**src/rtl/ptk_regs.svh**
```systemverilog
// Register map, field positions and reset values of the periodic tick and modulation control
`ifndef PTK_REGS_SVH
`define PTK_REGS_SVH

// ----------------------------------------------------------------
// Register indices (byte address is four times the index)
// ----------------------------------------------------------------
`define PTK_IDX_MOD        6'h0A
`define PTK_IDX_RATE       6'h0B
`define PTK_IDX_CTRL       6'h10
`define PTK_IDX_STAT       6'h11
`define PTK_IDX_INT_STAT   6'h12
`define PTK_IDX_INT_MASK   6'h13

// ----------------------------------------------------------------
// Field positions
// ----------------------------------------------------------------
`define PTK_MOD_LO         4
`define PTK_MOD_HI         5
`define PTK_RATE_STYLE     7
`define PTK_RATE_PRE_HI    6
`define PTK_RATE_PRE_LO    4
`define PTK_RATE_MOD_HI    3
`define PTK_RATE_MOD_LO    0
`define PTK_CTRL_SRC       0
`define PTK_CTRL_PSTOP     1
`define PTK_CTRL_GUARD     2
`define PTK_CTRL_LOOP      3
`define PTK_STAT_LOCK      0
`define PTK_STAT_READY     1
`define PTK_INT_TICK       0

// ----------------------------------------------------------------
// Reset values and constants
// ----------------------------------------------------------------
`define PTK_MOD_RST        2'h0
`define PTK_RATE_RST       8'h00
`define PTK_CTRL_RST       4'h0
`define PTK_FM_DIV         4'hF
`define PTK_BIN_BASE       22'h000400
`define PTK_DEC_1K         22'h0003E8
`define PTK_DEC_2K         22'h0007D0
`define PTK_DEC_5K         22'h001388
`define PTK_DEC_10K        22'h002710
`define PTK_DEC_20K        22'h004E20
`define PTK_DEC_50K        22'h00C350
`define PTK_DEC_100K       22'h0186A0
`define PTK_DEC_200K       22'h030D40

`endif

```
**src/rtl/ptk_pkg.sv**
```systemverilog
// Shared types of the periodic tick and modulation control block
package ptk_pkg;
	typedef enum logic [0:0] {
		PTK_STYLE_BIN = 1'b0,
		PTK_STYLE_DEC = 1'b1
	} ptk_style_t;
	typedef logic [21:0] ptk_period_t;
endpackage

```
**src/rtl/ptk_period_decode.sv**
```systemverilog
// Decodes the tick rate register into a period in source clocks
`timescale 1ns/1ps
`include "ptk_regs.svh"

module ptk_period_decode (
	input  wire logic                 style_i,   // Divider style, 1 = decimal
	input  wire logic [2:0]           pre_i,     // Prescale code
	input  wire logic [3:0]           modsel_i,  // Modulus code
	output ptk_pkg::ptk_period_t      period_o,  // Period in source clocks
	output logic                      enable_o   // Tick runs
);
	// ----------------------------------------------------------------
	// Prescale lookup
	// ----------------------------------------------------------------
	function automatic ptk_pkg::ptk_period_t dec_pre(input logic [2:0] code);
		case (code)
			3'h0: dec_pre = `PTK_DEC_1K;
			3'h1: dec_pre = `PTK_DEC_2K;
			3'h2: dec_pre = `PTK_DEC_5K;
			3'h3: dec_pre = `PTK_DEC_10K;
			3'h4: dec_pre = `PTK_DEC_20K;
			3'h5: dec_pre = `PTK_DEC_50K;
			3'h6: dec_pre = `PTK_DEC_100K;
			default: dec_pre = `PTK_DEC_200K;
		endcase
	endfunction

	ptk_pkg::ptk_period_t pre_val;
	logic [26:0]          product;

	// Binary doubles per code from the base, decimal uses the table
	always_comb begin
		if (style_i == ptk_pkg::PTK_STYLE_DEC) begin
			pre_val  = dec_pre(pre_i);
			enable_o = 1'b1;
		end else begin
			pre_val  = (pre_i == 3'h0) ? `PTK_BIN_BASE : (`PTK_BIN_BASE << (pre_i - 3'h1));
			enable_o = (pre_i != 3'h0);
		end
		product  = pre_val * ({1'b0, modsel_i} + 5'h01);
		period_o = product[21:0];
	end
endmodule // ptk_period_decode

```
**src/rtl/ptk_tick_counter.sv**
```systemverilog
// Modulus counter producing the periodic tick from source clock edges
`timescale 1ns/1ps

module ptk_tick_counter #(
	parameter int W = 22                     // Counter width
) (
	input  wire logic         mclk_i,         // System clock
	input  wire logic         reset_n_i,      // Synchronous reset, active low
	input  wire logic         src_edge_i,     // One pulse per source clock edge
	input  wire logic         run_i,          // Counting allowed
	input  wire logic         enable_i,       // Tick enabled
	input  wire logic         restart_i,      // Start a new period
	input  wire logic [W-1:0] period_i,       // Period in source clocks
	output logic     [W-1:0]  count_o,        // Current count
	output logic              tick_o          // One-cycle tick event
);
	// Restart wins; a frozen counter keeps its value
	always_ff @(posedge mclk_i) begin
		if (!reset_n_i) begin
			count_o <= '0;
			tick_o  <= 1'b0;
		end else if (restart_i || !enable_i) begin
			count_o <= '0;
			tick_o  <= 1'b0;
		end else if (run_i && src_edge_i) begin
			if (count_o >= period_i - W'(1)) begin
				count_o <= '0;
				tick_o  <= 1'b1;
			end else begin
				count_o <= count_o + W'(1);
				tick_o  <= 1'b0;
			end
		end else begin
			tick_o <= 1'b0;
		end
	end
endmodule // ptk_tick_counter

```
**src/rtl/ptk_top.sv**
```systemverilog
// Periodic tick and loop modulation control with APB register access
// Function
// - Modulation register at index 0x0A, 8 bits, only bits 5:4 exist, reset zero
// - Modulation write accepted only with protect clear and loop select set
// - Accepted modulation write clears lock and crystal ready flags
// - Amplitude code 00 off, 01 one, 10 two, 11 four percent
// - Modulation rate is reference frequency divided by sixteen
// - Tick source is RC clock when select is 0, crystal when 1
// - In stop, tick runs only with pseudo-stop and crystal source
// - Tick rate register at index 0x0B, 8 bits, reset zero, always writable
// - Every tick rate write restarts the period
// - Any change of tick source select restarts the period
// - Bit 7 selects binary or decimal prescale style
// - Binary codes 001 to 111 select two to the ten through sixteen
// - Modulus field multiplies the prescaler by value plus one
// - Binary code 000 disables the tick regardless of modulus
// - Decimal codes select 1k to 200k times modulus, never off
//
// Added by the designer: the APB interface to the registers.
`timescale 1ns/1ps
`include "ptk_regs.svh"

module ptk_top #(
	parameter int CW = 22                       // Tick counter width
) (
	input  wire logic        mclk_i,             // 40 MHz system clock
	input  wire logic        reset_n_i,          // Synchronous reset, active low
	input  wire logic        psel_i,             // APB select
	input  wire logic        penable_i,          // APB enable
	input  wire logic        pwrite_i,           // APB write
	input  wire logic [7:0]  paddr_i,            // APB byte address
	input  wire logic [31:0] pwdata_i,           // APB write data
	output logic      [31:0] prdata_o,           // APB read data
	output logic             pready_o,           // APB ready
	output logic             pslverr_o,          // APB error on unmapped address
	input  wire logic        irc_edge_i,         // Internal RC clock edge pulse
	input  wire logic        xtal_edge_i,        // Crystal clock edge pulse
	input  wire logic        ref_edge_i,         // Loop reference edge pulse
	input  wire logic        stop_mode_i,        // Stop mode active
	input  wire logic        lock_acquired_i,    // Loop lock event
	input  wire logic        crystal_up_i,       // Crystal became ready
	input  wire logic        crystal_lost_i,     // Crystal ready lost
	output logic      [1:0]  mod_amplitude_o,    // Modulation amplitude code
	output logic             fm_step_o,          // Modulation rate pulse
	output logic             tick_o,             // Periodic tick pulse
	output logic             irq_o,              // Interrupt, level
	output logic             loop_locked_o,      // Loop lock flag
	output logic             crystal_ready_flag_o // Crystal ready flag
);
	// ----------------------------------------------------------------
	// Address decode
	// ----------------------------------------------------------------
	function automatic logic addr_is(input logic [7:0] a, input logic [5:0] idx);
		addr_is = (a[7:2] == idx) && (a[1:0] == 2'h0);
	endfunction

	logic       access;
	logic       wr_en;
	logic       hit_mod, hit_rate, hit_ctrl, hit_stat, hit_ist, hit_imsk, mapped;
	logic       mod_accept;

	assign access   = psel_i && penable_i && pready_o;
	assign wr_en    = access && pwrite_i && !pslverr_o;
	assign hit_mod  = addr_is(paddr_i, `PTK_IDX_MOD);
	assign hit_rate = addr_is(paddr_i, `PTK_IDX_RATE);
	assign hit_ctrl = addr_is(paddr_i, `PTK_IDX_CTRL);
	assign hit_stat = addr_is(paddr_i, `PTK_IDX_STAT);
	assign hit_ist  = addr_is(paddr_i, `PTK_IDX_INT_STAT);
	assign hit_imsk = addr_is(paddr_i, `PTK_IDX_INT_MASK);
	assign mapped   = hit_mod | hit_rate | hit_ctrl | hit_stat | hit_ist | hit_imsk;

	// ----------------------------------------------------------------
	// Registers
	// ----------------------------------------------------------------
	logic [1:0] mod_r;
	logic [7:0] rate_r;
	logic [3:0] ctrl_r;
	logic       int_stat_r;
	logic       int_mask_r;
	logic       src_prev_r;
	logic [3:0] fm_cnt_r;
	logic       tick_ev;
	logic [CW-1:0] count;
	ptk_pkg::ptk_period_t period;
	logic       period_en;
	logic       restart;
	logic       run;
	logic       src_sel;

	assign src_sel    = ctrl_r[`PTK_CTRL_SRC];
	assign mod_accept = wr_en && hit_mod && !ctrl_r[`PTK_CTRL_GUARD]
		&& ctrl_r[`PTK_CTRL_LOOP];

	// APB answer: one wait cycle, data and error registered with ready
	always_ff @(posedge mclk_i) begin
		if (!reset_n_i) begin
			pready_o  <= 1'b0;
			pslverr_o <= 1'b0;
			prdata_o  <= 32'h0000_0000;
		end else begin
			pready_o  <= psel_i && penable_i && !pready_o;
			pslverr_o <= psel_i && penable_i && !pready_o && !mapped;
			prdata_o  <= 32'h0000_0000;
			if (psel_i && penable_i && !pready_o && !pwrite_i) begin
				if (hit_mod)
					prdata_o[`PTK_MOD_HI:`PTK_MOD_LO] <= mod_r;
				if (hit_rate)
					prdata_o[7:0] <= rate_r;
				if (hit_ctrl)
					prdata_o[3:0] <= ctrl_r;
				if (hit_stat) begin
					prdata_o[`PTK_STAT_LOCK]  <= loop_locked_o;
					prdata_o[`PTK_STAT_READY] <= crystal_ready_flag_o;
				end
				if (hit_ist)
					prdata_o[`PTK_INT_TICK] <= int_stat_r;
				if (hit_imsk)
					prdata_o[`PTK_INT_TICK] <= int_mask_r;
			end
		end
	end

	// Modulation amplitude, write-gated
	always_ff @(posedge mclk_i) begin
		if (!reset_n_i)
			mod_r <= `PTK_MOD_RST;
		else if (mod_accept)
			mod_r <= pwdata_i[`PTK_MOD_HI:`PTK_MOD_LO];
	end

	// Tick rate register, writable at any time
	always_ff @(posedge mclk_i) begin
		if (!reset_n_i)
			rate_r <= `PTK_RATE_RST;
		else if (wr_en && hit_rate)
			rate_r <= pwdata_i[7:0];
	end

	// Control bits; source select only sets while the crystal is ready
	always_ff @(posedge mclk_i) begin
		if (!reset_n_i) begin
			ctrl_r <= `PTK_CTRL_RST;
		end else begin
			if (wr_en && hit_ctrl) begin
				ctrl_r[`PTK_CTRL_PSTOP] <= pwdata_i[`PTK_CTRL_PSTOP];
				ctrl_r[`PTK_CTRL_GUARD] <= pwdata_i[`PTK_CTRL_GUARD];
				ctrl_r[`PTK_CTRL_LOOP]  <= pwdata_i[`PTK_CTRL_LOOP];
			end
			if (!crystal_ready_flag_o)
				ctrl_r[`PTK_CTRL_SRC] <= 1'b0;
			else if (wr_en && hit_ctrl)
				ctrl_r[`PTK_CTRL_SRC] <= pwdata_i[`PTK_CTRL_SRC];
		end
	end

	// Lock flag: an arriving lock event wins over the clear
	always_ff @(posedge mclk_i) begin
		if (!reset_n_i)
			loop_locked_o <= 1'b0;
		else if (lock_acquired_i)
			loop_locked_o <= 1'b1;
		else if (mod_accept)
			loop_locked_o <= 1'b0;
	end

	// Crystal ready flag: set wins over the clear
	always_ff @(posedge mclk_i) begin
		if (!reset_n_i)
			crystal_ready_flag_o <= 1'b0;
		else if (crystal_up_i)
			crystal_ready_flag_o <= 1'b1;
		else if (mod_accept || crystal_lost_i)
			crystal_ready_flag_o <= 1'b0;
	end

	// ----------------------------------------------------------------
	// Frequency modulation
	// ----------------------------------------------------------------
	// Amplitude code drives the oscillator directly; 00 means off
	always_ff @(posedge mclk_i) begin
		if (!reset_n_i)
			mod_amplitude_o <= `PTK_MOD_RST;
		else
			mod_amplitude_o <= mod_r;
	end

	// One step per sixteen reference edges, held idle while off
	always_ff @(posedge mclk_i) begin
		if (!reset_n_i) begin
			fm_cnt_r  <= 4'h0;
			fm_step_o <= 1'b0;
		end else if (mod_r == 2'h0) begin
			fm_cnt_r  <= 4'h0;
			fm_step_o <= 1'b0;
		end else if (ref_edge_i) begin
			fm_cnt_r  <= fm_cnt_r + 4'h1;
			fm_step_o <= (fm_cnt_r == `PTK_FM_DIV);
		end else begin
			fm_step_o <= 1'b0;
		end
	end

	// ----------------------------------------------------------------
	// Periodic tick
	// ----------------------------------------------------------------
	// Previous source select, to spot a change from any cause
	always_ff @(posedge mclk_i) begin
		if (!reset_n_i)
			src_prev_r <= 1'b0;
		else
			src_prev_r <= src_sel;
	end

	assign restart = (wr_en && hit_rate) || (src_sel != src_prev_r);
	// Freezing keeps the count so the period resumes after stop
	assign run = !stop_mode_i || (ctrl_r[`PTK_CTRL_PSTOP] && src_sel);

	ptk_period_decode u_decode (
		.style_i  (rate_r[`PTK_RATE_STYLE]),
		.pre_i    (rate_r[`PTK_RATE_PRE_HI:`PTK_RATE_PRE_LO]),
		.modsel_i (rate_r[`PTK_RATE_MOD_HI:`PTK_RATE_MOD_LO]),
		.period_o (period),
		.enable_o (period_en)
	);

	ptk_tick_counter #(.W(CW)) u_counter (
		.mclk_i     (mclk_i),
		.reset_n_i  (reset_n_i),
		.src_edge_i (src_sel ? xtal_edge_i : irc_edge_i),
		.run_i      (run),
		.enable_i   (period_en),
		.restart_i  (restart),
		.period_i   (period),
		.count_o    (count),
		.tick_o     (tick_ev)
	);

	// Tick output mirrors the counter event one cycle later
	always_ff @(posedge mclk_i) begin
		if (!reset_n_i)
			tick_o <= 1'b0;
		else
			tick_o <= tick_ev;
	end

	// ----------------------------------------------------------------
	// Interrupt
	// ----------------------------------------------------------------
	// Sticky tick status, write one to clear; a new tick wins
	always_ff @(posedge mclk_i) begin
		if (!reset_n_i) begin
			int_stat_r <= 1'b0;
			int_mask_r <= 1'b0;
		end else begin
			if (tick_ev)
				int_stat_r <= 1'b1;
			else if (wr_en && hit_ist && pwdata_i[`PTK_INT_TICK])
				int_stat_r <= 1'b0;
			if (wr_en && hit_imsk)
				int_mask_r <= pwdata_i[`PTK_INT_TICK];
		end
	end

	// Level interrupt from registered status and mask
	always_ff @(posedge mclk_i) begin
		if (!reset_n_i)
			irq_o <= 1'b0;
		else
			irq_o <= int_stat_r && int_mask_r;
	end
endmodule // ptk_top

```
**config.mk**
```make
export PLATFORM = sky130hd
export DESIGN_NAME = ptk_top
export DESIGN_NICKNAME = d
export VERILOG_FILES = /design/src/rtl/ptk_pkg.sv /design/src/rtl/ptk_period_decode.sv /design/src/rtl/ptk_tick_counter.sv /design/src/rtl/ptk_top.sv
export VERILOG_INCLUDE_DIRS = /design/src /design/src/rtl
export SDC_FILE = /design/constraint.sdc
export NUM_CORES = 1
export LEC_CHECK = 0
export BUFFER_PORTS_ARGS = -buffer_cell sky130_fd_sc_hd__buf_2
export CORE_MARGIN = 2
export CORE_UTILIZATION = 55
export CTS_CLUSTER_DIAMETER = 200
export DETAILED_ROUTE_END_ITERATION = 12
export MAX_ROUTING_LAYER = met4
export PLACE_DENSITY = 0.78
export SETUP_SLACK_MARGIN = 0.5
export SYNTH_ARGS = -nofsm -noshare
export SYNTH_HDL_FRONTEND = slang
export SYNTH_SLANG_ARGS = --single-unit
```
**constraint.sdc**
```tcl
create_clock -name mclk_i -period 14.2 [get_ports mclk_i]
set_clock_uncertainty 0.15 [all_clocks]
set_input_delay 2.84 -clock mclk_i [delete_from_list [all_inputs] [get_ports mclk_i]]
set_output_delay 2.84 -clock mclk_i [all_outputs]
set_load 0.005 [all_outputs]
```
==> metrics <==
CP cell instances=nand3_1 > xnor2_1 > nand2_1 > ha_1 > inv_1 > fa_1 > inv_1 > fa_1 > inv_1 > ha_1 > nand3_1 > o211a_1 > o21bai_1 > a21oi_1 > nor4bb_1 > a211oi_1 > ha_1 > a21o_1 > a21o_1 > a21oi_1 > nand3_1 > or4b_2 > a31oi_1; Max Freq=135 MHz; Max clock buf depth=2; # port buffers=44; Crit Path Class=reg2reg; Comb power frac=4.1%; Least-Margin Pin Slew=1180 ps; Post-synth ARST share=0%; Worst path slowest cell=xnor2_1; power share of the clock group=43.2%; initial antenna violation count=0; Fin Setup TNS=0 ps; most frequent cells in the layout=inv_1 (102), nor2_1 (91), nand2_1 (64), dfxtp_1 (61), ha_1 (58); Synth Area per Inst=8.07 um^2; final hold slack=332 ps; hold depth=2; Reg2Reg Setup Slack=6780 ps; Setup crit end kind=flip-flop; CTS tree=built; pre-CTS setup slack=6860 ps; Pins Over Slew Limit=0; synthesis-to-finish area growth=6.31%; Worst Min Path Start=u_counter.count_o[0]; LEAKAGE=0.00280 uW; switching power total=85.7 uW; die area=0.0117 mm^2; setup ws final=6780 ps; Vias=4949; # nets final=923; Final Cycle Share=52.3%; Sw Share=26.3%; Peak VDD IR=0.0457 mV; DRC errors left=0; Yosys cell types=61; PD cells=51.6 mW/mm^2; Worst setup SP type=flip-flop; clock-pin slew on the worst setup and hold paths=80 ps; Inserted Diodes=0; Syn Inst Count=738; Overflow after GRT=0; post_cts resized=0; Starting Density=57.2%; vias in the first global route=4725; CP arrival=7560 ps; RD Place Congestion=0.930; synthesized area=0.00595 mm^2; Post-CTS Setup Repair Bufs=0; Worst-Skew Late Latency=360 ps; relative slew slack=20.8%; hold endpoint=u_counter.count_o[0]; Clock Sinks=61; status=finished, final reports clean; Die W=108 um; Top FF cell, synth=dfxtp_1; final hold vios=0; sequential share of power=52.7%; worst reg2reg startpoint=rate_r[0]; r2r endpoint=u_counter.count_o[2]; Post-synth EDFFs=0; Rows=37; average via count per standard cell=5.43; Seq/Total Area, Yosys=20.5%; layout cells sized above 1=9.41%; required time of the critical path=14340 ps; GRT Total Usage=23.1%; Routed WL per cell=13.9 um; final antenna-violating net count=0; Max Cap Viol=0; pin count of the biggest net entering global routing=26; crit path max fanout=19; HP Class=reg2reg; core area=0.0104 mm^2; FF-to-FF path depth=23; most common cell after layout, fill and taps aside=inv_1; DIE HEIGHT=108 um; first-pass GRT wire length=21.1 mm; RSZ-0062 raised after global routing=false; Crit path largest cell delay=960 ps; Ys Warns=0; I/O pin total=93; H-Tree Depth=3; fin crit period=7420 ps; Routed Wire Length=12.7 mm; CTS buffer count=9; #FFs+latches synth=61; Hold Buf Count CTS=0; 1st-iter DRT viols=395; drt first pass iters=5; setup violators final=0; Root Buffer=clkbuf_8; Pint=241 uW; # fillers=923; hpwl dp=10.2 mm
[per-stage QoR]
| stage | instance area [um^2] | total power (uW) | util (%) | instances |
|---|---|---|---|---|
| after floorplan | 6040 | 187 | - | 761 |
| after global placement | 6150 | 189 | 59.1 | 896 |
| after detailed placement | 6150 | 189 | 59.1 | 896 |
| after CTS | 6330 | 327 | 60.8 | 912 |
| after global routing | 6330 | 337 | 60.8 | 912 |
| final | 6330 | 327 | 60.8 | 912 |
[flip-flops by register name, indices dropped and copies added (netlist names), 2 cells and up]
register           cells
ctrl_r                 4
mod_amplitude_o        2
u_counter.count_o     22
rate_r                 8
mod_r                  2
prdata_o               8
fm_cnt_r               4
[cell families (layout without fill, tap and decap cells)]
family,after synthesis,in the layout,synth area share [%]
DFF,61,61,20.5
xor gates and xnor gates,42,42,6.18
buffers and inverters,149,164,11.3
other,1,24,0.0630
muxes,13,13,2.19
adders and majority gates,100,100,26.3
AOI/OAI and AO/OA,88,88,9.84
and+or+nand+nor,284,284,23.6
[layout make-up]
cell class | instances | area (um^2) | share of cell area, %
inverter | 103 | 387 | 6.11
clock inverter | 7 | 51.3 | 0.811
sequential | 61 | 1220 | 19.3
timing repair buffer | 45 | 228 | 3.60
multi-input combinational | 551 | 4150 | 65.5
clock buffer | 9 | 124 | 1.96
tap | 136 | 170 | 2.69
[critical path, delay by kind of cell, from the launching register on]
family	cells	cell delay (ps)
AO/OA/AOI/OAI	8	1580
XOR/XNOR	1	960
adder cells (fa/ha/maj)	5	2070
buffers and inverters	3	150
flip-flops	1	750
AND/OR/NAND/NOR	6	1680
[synth_stat cells (2+ instances only)]
cell type	instances	area share, %
or2_2	2	0.21
xnor2_1	32	4.7
ha_1	58	12
nand2_1	64	4.0
o21a_1	3	0.38
a21oi_1	32	2.7
nand2b_1	8	0.84
a21o_1	6	0.76
a31oi_1	4	0.42
a211o_1	2	0.29
o21ai_0	10	0.84
buf_4	25	3.2
nor2b_1	19	2.0
o311ai_0	2	0.29
a31o_2	2	0.29
dfxtp_1	61	21
xor2_1	10	1.5
fa_1	42	14
and3_1	11	1.2
or3_1	4	0.42
buf_2	2	0.17
nor2_1	91	5.7
nor4_1	4	0.42
inv_1	102	6.4
nor3b_1	2	0.25
buf_6	2	0.38
nor4_2	2	0.42
clkbuf_1	16	1.0
a21boi_0	4	0.50
nand4_1	15	1.6
and2_1	15	1.6
mux2i_1	13	2.2
o21bai_1	4	0.50
nand3b_1	2	0.25
nand3_1	22	1.8
or4b_4	2	0.46
a22oi_1	6	0.76
nor3_1	14	1.2
[worst max path at each step]
stage / start / end / slack [ps] / cells after the start
after global placement: rate_r[0] / u_counter.count_o[2] / 7020 / 23
final: rate_r[0] / u_counter.count_o[2] / 6780 / 23
after detailed placement: rate_r[0] / u_counter.count_o[8] / 6860 / 23
after global routing: rate_r[0] / u_counter.count_o[4] / 6180 / 23
after floorplan: rate_r[4] / u_counter.count_o[2] / 8090 / 23
after CTS: rate_r[0] / u_counter.count_o[8] / 6790 / 23
[per-layer routing]
layer / track usage [%] / vias up / routed length, um
met5: - / - / 0
met4: 4.76 / 0 / 99
met3: 4.70 / 9 / 639
met2: 37.5 / 117 / 6250
met1: 30.1 / 2379 / 5660
li1: - / 2444 / -
[power groups by stage]
stage               registers (uW)  clock network [uW]  logic (uW)
global route                   172                 150        14.6
floorplan                      176                   0        11.0
global placement               176                   0        12.7
finish                         172                 141        13.3
detailed placement             176                   0        13.1
CTS                            172                 142        13.2
Note: power is estimated with default switching activity, not from simulation.
